$ cat src/verilog/ics_pkg.sv
package ics_pkg;
   // Clock and timebases
   localparam int CLOCK_HZ = 50000000;
   localparam int FAST_TB_HZ = 20000000;
   localparam int SLOW_TB_HZ = 100000;
   // Fast timebase enable: phase step of a fractional divider
   localparam logic [15:0] FAST_TB_STEP = 16'(FAST_TB_HZ / 1000);
   localparam logic [15:0] FAST_TB_MOD = 16'(CLOCK_HZ / 1000);
   localparam int SLOW_TB_DIV = CLOCK_HZ / SLOW_TB_HZ;
   // Overcurrent off time
   localparam int FAULT_OFF_MS = 250;
   localparam int FAULT_OFF_CYCLES = (CLOCK_HZ / 1000) * FAULT_OFF_MS;
   // Least external source high width and period
   localparam int SRC_PW_NS = 1000;
   localparam int SRC_PER_NS = 2000;
   localparam int CLK_NS = 20;
   localparam int SRC_PW_CYCLES = (SRC_PW_NS + CLK_NS - 1) / CLK_NS;
   localparam int SRC_PER_CYCLES = (SRC_PER_NS + CLK_NS - 1) / CLK_NS;
   // Source selection codes
   typedef enum logic [1:0] {
      ICS_SRC_SLOW = 2'b00,
      ICS_SRC_FAST = 2'b01,
      ICS_SRC_PIN = 2'b10,
      ICS_SRC_DEFAULT = 2'b11
   } ics_src_type;
   // Register offsets
   localparam logic [3:0] REG_CTRL = 4'h0;
   localparam logic [3:0] REG_COUNT = 4'h1;
   localparam logic [3:0] REG_LOAD = 4'h2;
   localparam logic [3:0] REG_STATUS = 4'h3;
   // Control field positions
   localparam int CTRL_SRC_LSB = 0;
   localparam int CTRL_FALL = 2;
   localparam int CTRL_DOWN = 3;
   localparam int CTRL_EXPORT = 4;
   localparam int CTRL_GATE_LEVEL = 5;
   localparam int CTRL_GATE_EN = 6;
   localparam int CTRL_IDLE_HIGH = 7;
   localparam int CTRL_OUT_TOGGLE = 8;
   localparam int CTRL_ENABLE = 9;
   localparam logic [9:0] CTRL_RESET = 10'h000;
endpackage
$ cat src/verilog/ics_counter.sv
// Notes on behaviour
// - Slow 100 kHz and fast 20 MHz timebases offered as count sources.
// - Source from internal timebase or pin; gate and auxiliary from pins only; one output.
// - Source is edge detected; rising or falling edge selectable for pin sources.
// - Each active source edge counts up or down per configured direction.
// - Selected source may be driven out on the default source pin.
// - Source export driver stays released after reset until enabled.
// - Without external choice the source is an internal timebase.
// - Overcurrent turns output off 250 ms, retries, repeats while fault.
// - Idle output level low by default; software may set it high.
// - Count roll over yields a terminal-count event.
// - Gate works by edge or by level as configured.
`timescale 1ns/1ns
`default_nettype none
module ics_counter #(
   parameter int WIDTH = 32,
   parameter int FAULT_OFF = ics_pkg::FAULT_OFF_CYCLES
) (
   input wire logic i_clock,
   input wire logic i_reset,
   input wire logic [3:0] i_addr,
   input wire logic [31:0] i_wdata,
   input wire logic i_wr,
   input wire logic i_rd,
   output logic [31:0] o_rdata,
   input wire logic i_programmable_function_pin,
   input wire logic i_counter_zero_source_pin,
   input wire logic i_counter_gate_input,
   input wire logic i_aux_input,
   input wire logic i_aux_select,
   input wire logic i_overcurrent,
   output logic o_source_pin_out,
   output logic o_source_pin_oe,
   output logic o_counter_out,
   output logic o_terminal_count
);
   // Refuse sizes the logic cannot serve
   if (WIDTH < 2 || WIDTH > 32) begin : g_bad_width
      $error("WIDTH must be 2 to 32");
   end
   if (FAULT_OFF < 8) begin : g_bad_off
      $error("FAULT_OFF must be at least 8");
   end

   // ----------------------------------------
   // Registers and wires
   // ----------------------------------------
   logic [9:0] ctrl_q;
   logic [WIDTH-1:0] count_q;
   logic [WIDTH-1:0] count_d;
   logic [31:0] rdata_q;
   logic [15:0] fast_acc_q;
   logic [15:0] slow_div_q;
   logic fast_en_q;
   logic slow_en_q;
   logic fast_tb_q;
   logic slow_tb_q;
   logic [31:0] off_cnt_q;
   logic fault_off_q;
   logic tc_q;
   logic out_q;
   logic toggle_q;
   logic exp_q;
   logic exp_oe_q;
   logic sticky_tc_q;
   logic pin_level;
   logic pin_rise;
   logic pin_fall;
   logic dflt_level;
   logic dflt_rise;
   logic dflt_fall;
   logic gate_level;
   logic gate_rise;
   logic aux_level;

   // Pin inputs through synchronisers
   ics_edge_sync u_pin (.i_clock(i_clock), .i_reset(i_reset),
      .i_async(i_programmable_function_pin), .o_level(pin_level),
      .o_rise(pin_rise), .o_fall(pin_fall));
   ics_edge_sync u_dflt (.i_clock(i_clock), .i_reset(i_reset),
      .i_async(i_counter_zero_source_pin), .o_level(dflt_level),
      .o_rise(dflt_rise), .o_fall(dflt_fall));
   ics_edge_sync u_gate (.i_clock(i_clock), .i_reset(i_reset),
      .i_async(i_counter_gate_input), .o_level(gate_level),
      .o_rise(gate_rise), .o_fall());
   ics_edge_sync u_aux (.i_clock(i_clock), .i_reset(i_reset),
      .i_async(i_aux_input), .o_level(aux_level),
      .o_rise(), .o_fall());

   // Control field decode
   wire [1:0] src_sel = ctrl_q[ics_pkg::CTRL_SRC_LSB +: 2];
   wire fall_sel = ctrl_q[ics_pkg::CTRL_FALL];
   wire down_cfg = ctrl_q[ics_pkg::CTRL_DOWN];
   wire export_en = ctrl_q[ics_pkg::CTRL_EXPORT];
   wire gate_lvl_mode = ctrl_q[ics_pkg::CTRL_GATE_LEVEL];
   wire gate_en = ctrl_q[ics_pkg::CTRL_GATE_EN];
   wire idle_high = ctrl_q[ics_pkg::CTRL_IDLE_HIGH];
   wire out_toggle = ctrl_q[ics_pkg::CTRL_OUT_TOGGLE];
   wire run_en = ctrl_q[ics_pkg::CTRL_ENABLE];

   // Timebase edges: each enable marks one rising timebase edge
   wire fast_wrap = ({1'b0, fast_acc_q} + {1'b0, ics_pkg::FAST_TB_STEP})
      >= {1'b0, ics_pkg::FAST_TB_MOD};
   wire slow_wrap = slow_div_q == 16'(ics_pkg::SLOW_TB_DIV - 1);

   // Source selection and edge choice
   wire src_rise = (src_sel == ics_pkg::ICS_SRC_SLOW) ? slow_en_q
      : (src_sel == ics_pkg::ICS_SRC_FAST) ? fast_en_q
      : (src_sel == ics_pkg::ICS_SRC_PIN) ? pin_rise : dflt_rise;
   wire src_fall = (src_sel == ics_pkg::ICS_SRC_PIN) ? pin_fall
      : (src_sel == ics_pkg::ICS_SRC_DEFAULT) ? dflt_fall
      : 1'b0;
   wire src_level = (src_sel == ics_pkg::ICS_SRC_SLOW) ? slow_tb_q
      : (src_sel == ics_pkg::ICS_SRC_FAST) ? fast_tb_q
      : (src_sel == ics_pkg::ICS_SRC_PIN) ? pin_level : dflt_level;
   // Internal timebases count on rising edge only
   wire src_int = ~src_sel[1];
   wire src_edge = (fall_sel & ~src_int) ? src_fall : src_rise;

   // Gate: level mode holds, edge mode arms on rising edge
   logic gate_armed_q;
   wire gate_ok = ~gate_en | (gate_lvl_mode ? gate_level
      : gate_armed_q);
   // Aux may steer direction instead of control bit
   wire count_down = i_aux_select ? aux_level : down_cfg;
   wire step = run_en & gate_ok & src_edge;
   wire rollover = step & (count_down ? (count_q == '0)
      : (count_q == {WIDTH{1'b1}}));

   // Register decode
   wire wr_ctrl = i_wr & (i_addr == ics_pkg::REG_CTRL);
   wire wr_load = i_wr & (i_addr == ics_pkg::REG_LOAD);
   wire [31:0] count_ext = 32'(count_q);
   wire [31:0] status_word = {27'h0000000, fault_off_q, gate_level,
      src_level, out_q, sticky_tc_q};
   wire [31:0] rd_mux = (i_addr == ics_pkg::REG_CTRL) ? {22'h000000, ctrl_q}
      : (i_addr == ics_pkg::REG_COUNT) ? count_ext
      : (i_addr == ics_pkg::REG_STATUS) ? status_word : 32'h00000000;

   // Next count
   always_comb begin
      count_d = count_q;
      if (wr_load) begin
         count_d = i_wdata[WIDTH-1:0];
      end else if (step) begin
         count_d = count_down ? count_q - 1'b1 : count_q + 1'b1;
      end
   end

   // ----------------------------------------
   // Timebase dividers
   // ----------------------------------------
   always_ff @(posedge i_clock) begin
      if (i_reset) begin
         fast_acc_q <= 16'h0000;
         slow_div_q <= 16'h0000;
         fast_en_q <= 1'b0;
         slow_en_q <= 1'b0;
         fast_tb_q <= 1'b0;
         slow_tb_q <= 1'b0;
      end else begin
         fast_acc_q <= fast_wrap
            ? fast_acc_q + ics_pkg::FAST_TB_STEP - ics_pkg::FAST_TB_MOD
            : fast_acc_q + ics_pkg::FAST_TB_STEP;
         fast_en_q <= fast_wrap;
         fast_tb_q <= fast_wrap;
         slow_div_q <= slow_wrap ? 16'h0000 : slow_div_q + 16'h0001;
         slow_en_q <= slow_wrap;
         slow_tb_q <= slow_div_q < 16'(ics_pkg::SLOW_TB_DIV / 2);
      end
   end

   // ----------------------------------------
   // Control and counter
   // ----------------------------------------
   always_ff @(posedge i_clock) begin
      if (i_reset) begin
         ctrl_q <= ics_pkg::CTRL_RESET;
         count_q <= '0;
         rdata_q <= 32'h00000000;
         gate_armed_q <= 1'b0;
      end else begin
         if (wr_ctrl) begin
            ctrl_q <= i_wdata[9:0];
         end
         count_q <= count_d;
         rdata_q <= i_rd ? rd_mux : 32'h00000000;
         // A gate edge in the write cycle still arms
         if (gate_rise) begin
            gate_armed_q <= 1'b1;
         end else if (wr_ctrl) begin
            gate_armed_q <= 1'b0;
         end
      end
   end

   // Terminal count flag: set wins over read clear
   wire rd_status = i_rd & (i_addr == ics_pkg::REG_STATUS);
   always_ff @(posedge i_clock) begin
      if (i_reset) begin
         sticky_tc_q <= 1'b0;
         tc_q <= 1'b0;
      end else begin
         tc_q <= rollover;
         sticky_tc_q <= rollover | (sticky_tc_q & ~rd_status);
      end
   end

   // ----------------------------------------
   // Output switch with fault retry
   // ----------------------------------------
   always_ff @(posedge i_clock) begin
      if (i_reset) begin
         off_cnt_q <= 32'h00000000;
         fault_off_q <= 1'b0;
      end else if (fault_off_q) begin
         if (off_cnt_q == 32'(FAULT_OFF - 1)) begin
            fault_off_q <= 1'b0;
            off_cnt_q <= 32'h00000000;
         end else begin
            off_cnt_q <= off_cnt_q + 32'h00000001;
         end
      end else if (i_overcurrent & ~out_q) begin
         fault_off_q <= 1'b1;
      end
   end

   // Pin level: low means switch on; high when released or faulted
   wire pulse_lvl = idle_high ^ rollover;
   wire next_lvl = out_toggle ? toggle_q ^ rollover : pulse_lvl;
   always_ff @(posedge i_clock) begin
      if (i_reset) begin
         toggle_q <= 1'b0;
         out_q <= 1'b0;
      end else begin
         if (wr_ctrl) begin
            toggle_q <= i_wdata[ics_pkg::CTRL_IDLE_HIGH];
         end else if (rollover) begin
            toggle_q <= ~toggle_q;
         end
         out_q <= (fault_off_q | (i_overcurrent & ~out_q)) ? 1'b1
            : next_lvl;
      end
   end

   // ----------------------------------------
   // Source export
   // ----------------------------------------
   always_ff @(posedge i_clock) begin
      if (i_reset) begin
         exp_q <= 1'b0;
         exp_oe_q <= 1'b0;
      end else begin
         exp_q <= src_level;
         exp_oe_q <= export_en;
      end
   end

   assign o_rdata = rdata_q;
   assign o_source_pin_out = exp_q;
   assign o_source_pin_oe = exp_oe_q;
   assign o_counter_out = out_q;
   assign o_terminal_count = tc_q;

   // ----------------------------------------
   // Checks
   // ----------------------------------------
   a_export_after_reset: assert property (@(posedge i_clock)
      $fell(i_reset) |-> !o_source_pin_oe)
      else $error("export driven after reset");
   a_export_follow: assert property (@(posedge i_clock)
      disable iff (i_reset) export_en |=> o_source_pin_oe)
      else $error("export enable not followed");
   a_count_step: assert property (@(posedge i_clock)
      disable iff (i_reset) (step && !wr_load && !count_down)
      |=> count_q == $past(count_q) + 1'b1)
      else $error("up count wrong");
   a_count_hold: assert property (@(posedge i_clock)
      disable iff (i_reset) (!step && !wr_load) |=> $stable(count_q))
      else $error("count moved without edge");
   a_tc_on_roll: assert property (@(posedge i_clock)
      disable iff (i_reset) rollover |=> o_terminal_count)
      else $error("terminal count missing");
   a_fault_off: assert property (@(posedge i_clock)
      disable iff (i_reset) $rose(fault_off_q) |-> o_counter_out [*8])
      else $error("switch not off in fault");
   a_slow_rate: assert property (@(posedge i_clock)
      disable iff (i_reset) slow_en_q |=> !slow_en_q [*8])
      else $error("slow timebase too fast");
   a_gate_level: assert property (@(posedge i_clock)
      disable iff (i_reset) (gate_en && gate_lvl_mode && !gate_level)
      |-> !step)
      else $error("count while gate low");
   a_sync_delay: assert property (@(posedge i_clock)
      disable iff (i_reset) $rose(i_programmable_function_pin)
      ##1 i_programmable_function_pin |=> ##1 pin_level)
      else $error("pin not synchronised");
   a_idle_level: assert property (@(posedge i_clock)
      disable iff (i_reset) (!out_toggle && !rollover && !fault_off_q
      && !i_overcurrent) |=> o_counter_out == $past(idle_high))
      else $error("idle level wrong");
endmodule
`default_nettype wire

$ cat src/verilog/ics_edge_sync.sv
`timescale 1ns/1ns
`default_nettype none
// Two-stage synchroniser with edge detect on the settled stage
module ics_edge_sync (
   input wire logic i_clock,
   input wire logic i_reset,
   input wire logic i_async,
   output logic o_level,
   output logic o_rise,
   output logic o_fall
);
   logic meta_q;
   logic sync_q;
   logic last_q;

   // ----------------------------------------
   // Synchroniser stages
   // ----------------------------------------
   always_ff @(posedge i_clock) begin
      if (i_reset) begin
         meta_q <= 1'b0;
         sync_q <= 1'b0;
         last_q <= 1'b0;
      end else begin
         meta_q <= i_async;
         sync_q <= meta_q;
         last_q <= sync_q;
      end
   end

   // Edges seen only on settled stages
   assign o_level = sync_q;
   assign o_rise = sync_q & ~last_q;
   assign o_fall = ~sync_q & last_q;
endmodule
`default_nettype wire

$ cat config.mk
export PLATFORM = sky130hd
export DESIGN_NAME = ics_counter
export DESIGN_NICKNAME = d
export VERILOG_FILES = /design/src/verilog/ics_pkg.sv /design/src/verilog/ics_counter.sv /design/src/verilog/ics_edge_sync.sv
export SDC_FILE = /design/constraint.sdc
export NUM_CORES = 1
export LEC_CHECK = 0
export BUFFER_PORTS_ARGS = -buffer_cell sky130_fd_sc_hd__buf_2
export CAP_MARGIN = 10
export CORE_AREA = 2 2 128 130
export CTS_CLUSTER_SIZE = 14
export DETAILED_ROUTE_END_ITERATION = 16
export DIE_AREA = 0 0 130 132
export PLACE_DENSITY = 0.86
export REMOVE_ABC_BUFFERS = 1
export SLEW_MARGIN = 15
export SYNTH_ARGS = -nofsm -noshare
export SYNTH_HDL_FRONTEND = slang
export SYNTH_SLANG_ARGS = --single-unit
$ cat constraint.sdc
create_clock -name i_clock -period 3.75 [get_ports i_clock]
set_clock_uncertainty 0.2 [all_clocks]
set_input_delay 0.375 -clock i_clock [delete_from_list [all_inputs] [get_ports i_clock]]
set_output_delay 0.375 -clock i_clock [all_outputs]
set_load 0.02 [all_outputs]
==> impl_metrics.tcl, run 1 <==
set metrics [dict create \
    cts_tree "done" \
    hold_viol 0 \
    power_leakage_uw 0.003847 \
    cp_cell_sequence "mux2i_1 -> inv_1 -> buf_4 -> ha_1 -> a21o_1 -> a221oi_2 -> o2111ai_1 -> and3b_4 -> a21oi_4 -> o32ai_1 -> mux2_4 -> a211oi_2" \
    wl_mm 21.80 \
    die_area_sq_um 17160 \
    diodes 0 \
    critPathMaxFanout 12 \
    relSlewSlack 0.3311 \
    place.gp.congestion 1.016 \
    rsz0062_at_grt "false" \
    dr.pass1.iters 5 \
    grt_max_degree 51 \
    synth_top_area_cell "dfxtp_1" \
    vias_per_cell 5.951 \
    final.setup.tns_ps 0 \
    ctsHoldBuffers 8 \
    p_seq_frac 0.452 \
    num-nets-final 1195 \
    num_vias 7968 \
    netlist.area_leader.share 0.3730 \
    finalSetupViolations 0 \
    worst_setup_path_start_kind "register" \
    cts_root_buf "clkbuf_16" \
    period_needed_ps 3443 \
    synth-edff-count 0 \
    p_switching_uw 1177 \
    fmax_mhz 290.5 \
    cts_setup_buffers 0 \
    synth_area_sq_um 8372 \
    hold_class "in2reg" \
    whs_ps 14.33 \
    p_comb_frac 0.156 \
    row_count 46 \
    numCtsBuffers 17 \
    wl_per_cell_microns 16.28 \
    yosys_warnings 0 \
    synthTopCellsByArea "dfxtp_1 (37%), nand2_1 (5.6%), nor2_1 (5.6%)" \
    synth.distinct_cells 70 \
    nFillCells 1357 \
    outcome "completed" \
    die_w_microns 130 \
    grt_use_total 0.2558 \
    clk_latency_ps 430 \
    critPathCaptureType "register" \
    pin_count 82 \
    cp.arrival_ps 3590 \
    crit_type "reg2reg" \
    ys_seq_area_frac 0.3730 \
    cts_resized 0 \
    power_density_nw_per_um2 421.7 \
    area_growth_pct 15.32 \
    period_share 0.9181 \
    initial_core_util 0.5328 \
    h-tree-depth 4 \
    antenna_found_initial 0 \
    synthFlopType "dfxtp_1" \
    drv_slew 0 \
    cts_max_path_buffers 2 \
    grt_overflow 0 \
    route.detailed.drc 0 \
    ant_nets 0 \
    worst-path-buf-inv 2 \
    port_buffers 81 \
    layout-drive-gt1-share 0.1389 \
    vdd_drop_max_mv 0.3240 \
    rrSetupSlack_ps 310 \
    core_area_sq_um 15710 \
    power.internal_uw 2894 \
    grt_first_pass_wirelength_mm 35.80 \
    grt_pass1_vias 7390 \
    pwr-share-clk 0.392 \
    path_clk_slew_ps 60 \
    tightest_slew_ps 999.7 \
    ys_async_sr_fraction 0 \
    crit_family "compound AO/OA/AOI/OAI gates" \
    fp.dieH_microns 132 \
    slowest_stage "a221oi_2" \
    ys_ff_latch 156 \
    cap_violations 0 \
    slowest_delay_ps 370 \
    clock_sinks 156 \
    switching_share 0.2892 \
    synthCells 1029 \
    avgSynthCellArea_sq_um 8.136 \
    drtIter0Drc 585 \
    dp_hpwl_mm 15.44 \
    crit_required_ps 3900 \
]
## sequential cells by signal, indices dropped and copies added (netlist names), 10 cells and up
register	flops
count_ext	32
ctrl_q	10
fast_acc_q	12
o_rdata	32
off_cnt_q	32
slow_div_q	16
## power by group through the flow
stage	Clock [uW]	Sequential, uW	Combinational (uW)
floorplan	0	1850	456
global placement	0	1870	595
detailed placement	0	1870	618
CTS	1610	1840	629
global route	1690	1850	711
finish	1600	1840	634
## cells in the mapped netlist (4+ instances only)
master       n
mux2i_1      7
nor2b_1     18
o21ai_1      5
and4_1       5
a31oi_1      9
xor2_1      31
nor4_1      18
nand2_1    126
nand4_1     31
nor3_1      31
a311oi_1    13
inv_1       19
nand2b_1     8
a22o_1       6
nand3_1     32
o21bai_1     5
dfxtp_1    156
or3_1       11
a211oi_1     6
buf_2       10
o21a_1       9
a21oi_1     76
xnor2_1     36
nor2_1     124
and3_1      19
a21o_1      10
o31ai_1      5
ha_1        37
and2_1      26
o211ai_1    12
or4_1        4
o22ai_1      6
a2111oi_0    7
o21ai_0     22
clkbuf_1    34
## tightest hold or removal path, stage by stage
cell	delay (ps)
buf_2	110
nand2_1	60
a21oi_1	50
## final timing paths
| kind | startpoint | to | cells after the start |
|---|---|---|---|
| worst max-delay path | ctrl_q[3] | count_ext[28] | 12 |
| worst min-delay path | i_wdata[8] | ctrl_q[8] | 3 |
| worst max register to register | ctrl_q[3] | count_ext[28] | 12 |
| worst min register to register | u_dflt.meta_q | u_dflt.o_level | 1 |
## through the flow
stage | std cells | power [uW] | setup slack, ps | utilization | cell area [sq um]
floorplan | 982 | 2309 | 224.1 | - | 8179
CTS | 1339 | 4078 | 326.8 | 0.6144 | 9654
detailed placement | 1300 | 2491 | 137.4 | 0.5748 | 9031
global placement | 1300 | 2466 | 201.4 | 0.5748 | 9031
global route | 1339 | 4250 | 96.01 | 0.6144 | 9654
finish | 1339 | 4071 | 307.3 | 0.6144 | 9654
## cells in the final DEF (no fill, tap or decap), drive strengths merged, types with 7 or more instances in the layout
master and count:
a2111oi 7, a211oi 8, a21o 10, a21oi 77, a311oi 14, a31oi 9
and2 26, and3 19, buf 102, clkbuf 20, dfxtp 156, dlygate4sd3 8
ha 37, inv 22, mux2i 7, nand2 126, nand2b 8, nand3 32
nand4 31, nor2 125, nor2b 18, nor3 32, nor4 18, o211ai 12
o21a 9, o21ai 29, or3 11, xnor2 36, xor2 31
## metal layers
metal / share of wire / global-route usage / vias up
li1: - / - / 3873
met1: 0.44 / 0.3451 / 3732
met2: 0.47 / 0.4049 / 309
met3: 0.065 / 0.04667 / 54
met4: 0.030 / 0.1004 / 0
met5: 0 / 0 / -
## kinds of logic (layout without fill, tap and decap cells)
logic type | Yosys count | after routing | synth area share
mux | 14 | 14 | 0.01958
simple gates | 466 | 466 | 0.2693
compound gates | 222 | 222 | 0.1788
fa+ha+maj | 38 | 38 | 0.05769
buf+inv | 66 | 160 | 0.03154
xor+xnor | 67 | 67 | 0.07009
flops | 156 | 156 | 0.3730
## layout make-up
cell class	count	area, sq um	share of cell area
inverter	19	71.32	0.007387
timing repair buffer	110	643.1	0.06661
clock inverter	11	86.33	0.008942
tap	216	270.3	0.02799
sequential	156	3123	0.3235
multi-input combinational	807	5004	0.5183
clock buffer	20	456.7	0.04730
Power figures use the tool's default switching activity.
==> run 2: changes to the inputs <==
PLACE_DENSITY = 0.85   (was 0.86)
==> run 2 against run 1 <==
  * Combinational power is essentially flat
  * Utilization increased by 0.28 points
  * Largest cell class unchanged
  * Register-to-register slack lost 80 ps
  * Routed wire length decreased by 0.86%
  * First-iteration DRC count down 5.8%
  * Non-clock buffer count did not move
==> impl_metrics.tcl, run 2 (synthesis gave the netlist of run 1 again) <==
set metrics [dict create \
    outcome "completed" \
    dp_hpwl_mm 15.08 \
    route.detailed.drc 0 \
    power_leakage_uw 0.003869 \
    cap_violations 0 \
    pin_count 82 \
    cp.arrival_ps 3690 \
    fp.dieH_microns 132 \
    area_growth_pct 15.84 \
    regToRegStartpoint "ctrl_q[3]" \
    slowest_stage "o311ai_1" \
    initial_core_util 0.5328 \
    rsz0062_at_grt "false" \
    cp_cell_sequence "mux2i_1 -> inv_1 -> buf_4 -> ha_1 -> a21oi_1 -> nor2_1 -> o311ai_1 -> nand2_1 -> a21oi_4 -> o32ai_1 -> mux2_4 -> a211oi_2" \
    crit_path_start "ctrl_q[3]" \
    grt_use_total 0.2619 \
    num-nets-final 1195 \
    die_area_sq_um 17160 \
    antenna_found_initial 0 \
    num_vias 7871 \
    finalSetupViolations 0 \
    grt_max_degree 51 \
    hold_viol 0 \
    grt_overflow 0 \
    switching_share 0.2823 \
    critPathCaptureType "register" \
    clock_sinks 156 \
    die_w_microns 130 \
    cts_setup_buffers 0 \
    pwr-share-clk 0.411 \
    finish.utilization 0.6172 \
    hold_class "in2reg" \
    total_power_uw 4201 \
    layout-drive-gt1-share 0.1362 \
    row_count 46 \
    period_needed_ps 3527 \
    h-tree-depth 4 \
    layout_commonest_cell "dfxtp_1" \
    dpl-instance-area_sq_um 9016 \
    core_area_sq_um 15710 \
    cts_root_buf "clkbuf_16" \
    design_area_sq_um 9698 \
    worst_setup_path_start_kind "register" \
    worst-path-buf-inv 2 \
    hold_path_depth 3 \
    slowest_delay_ps 440 \
    critPathMaxFanout 16 \
    place.gp.congestion 0.9669 \
    whs_ps 8.501 \
    crit_type "reg2reg" \
    hp-start "i_wdata[8]" \
    tightest_slew_ps 951.6 \
    cts_max_path_buffers 2 \
    nFillCells 1344 \
    grt_first_pass_wirelength_mm 36.19 \
    final.setup.tns_ps 0 \
    relSlewSlack 0.3492 \
    drv_slew 0 \
    ant_nets 0 \
    grt_pass1_vias 7496 \
    clk_latency_ps 430 \
    crit_required_ps 3910 \
    cts_tree "done" \
    cts_resized 0 \
    power_density_nw_per_um2 433.2 \
    numCtsBuffers 17 \
    path_clk_slew_ps 60 \
    diodes 0 \
    period_share 0.9406 \
    port_buffers 81 \
    vias_per_cell 5.878 \
    wl_per_cell_microns 16.14 \
    vdd_drop_max_mv 0.3264 \
    wl_mm 21.61 \
    p_switching_uw 1186 \
    rr_worst_depth 12 \
    fmax_mhz 283.5 \
    drtIter0Drc 551 \
    crit_cells 12 \
    mostFrequentLayoutCells "dfxtp_1 (156), nand2_1 (126), nor2_1 (124)" \
    power.internal_uw 3015 \
    crit_family "compound AO/OA/AOI/OAI gates" \
    dr.pass1.iters 7 \
    p_comb_frac 0.150 \
    p_seq_frac 0.438 \
]
run 2: cell count changes in the layout (fill, tap and decap cells not counted), sizes merged:
| cell | delta |
|---|---|
| buf | -2 |
| clkinvlp | -2 |
| dlygate4sd3 | +2 |
| clkinv | -1 |
| bufinv | +2 |
| inv | +1 |
run 2: worst paths after layout:
path / slack [ps] / endpoint
setup / recovery: 220 / count_ext[28]
hold / removal: 9 / ctrl_q[8]
setup reg to reg: 220 / count_ext[28]
hold reg to reg: 240 / u_gate.o_level
run 2: cell type report:
cell class	instances	area, sq um	share of cell area
tap	216	270.3	0.02787
inverter	19	71.32	0.007354
sequential	156	3123	0.3220
multi-input combinational	807	5004	0.5159
clock inverter	11	135.1	0.01393
timing repair buffer	110	648.1	0.06683
clock buffer	20	446.7	0.04606
run 2: what timing repair did:
action | 4_1_cts | 5_1_grt
setup endpoints to repair | 0 | 0
hold buffers | 10 | 0
endpoints found under the hold margin | 10 | 0
run 2: tightest hold or removal path, stage by stage:
cell,delay [ps]
buf_2,110
nand2_1,60
a21oi_1,50
run 2: per-layer routing:
layer / vias to the layer above / share of wire / global-route usage
met3: 60 / 0.071 / 0.06128
met5: - / 0 / 0
met1: 3647 / 0.44 / 0.3443
met4: 0 / 0.032 / 0.1201
met2: 289 / 0.46 / 0.4063
li1: 3875 / - / -
run 2: power by group through the flow:
stage | combinational, uW | clock (uW) | sequential (uW)
2_1_floorplan | 456 | 0 | 1850
6_report | 631 | 1730 | 1840
3_5_place_dp | 617 | 0 | 1870
4_1_cts | 629 | 1740 | 1840
5_1_grt | 716 | 1830 | 1860
3_3_place_gp | 593 | 0 | 1870
run 2: through the flow:
stage          cells  setup slack [ps]
2_1_floorplan    982             224.1
5_1_grt         1339             32.18
6_report        1339             222.9
4_1_cts         1339             289.4
3_5_place_dp    1298             111.6
3_3_place_gp    1298             134.4
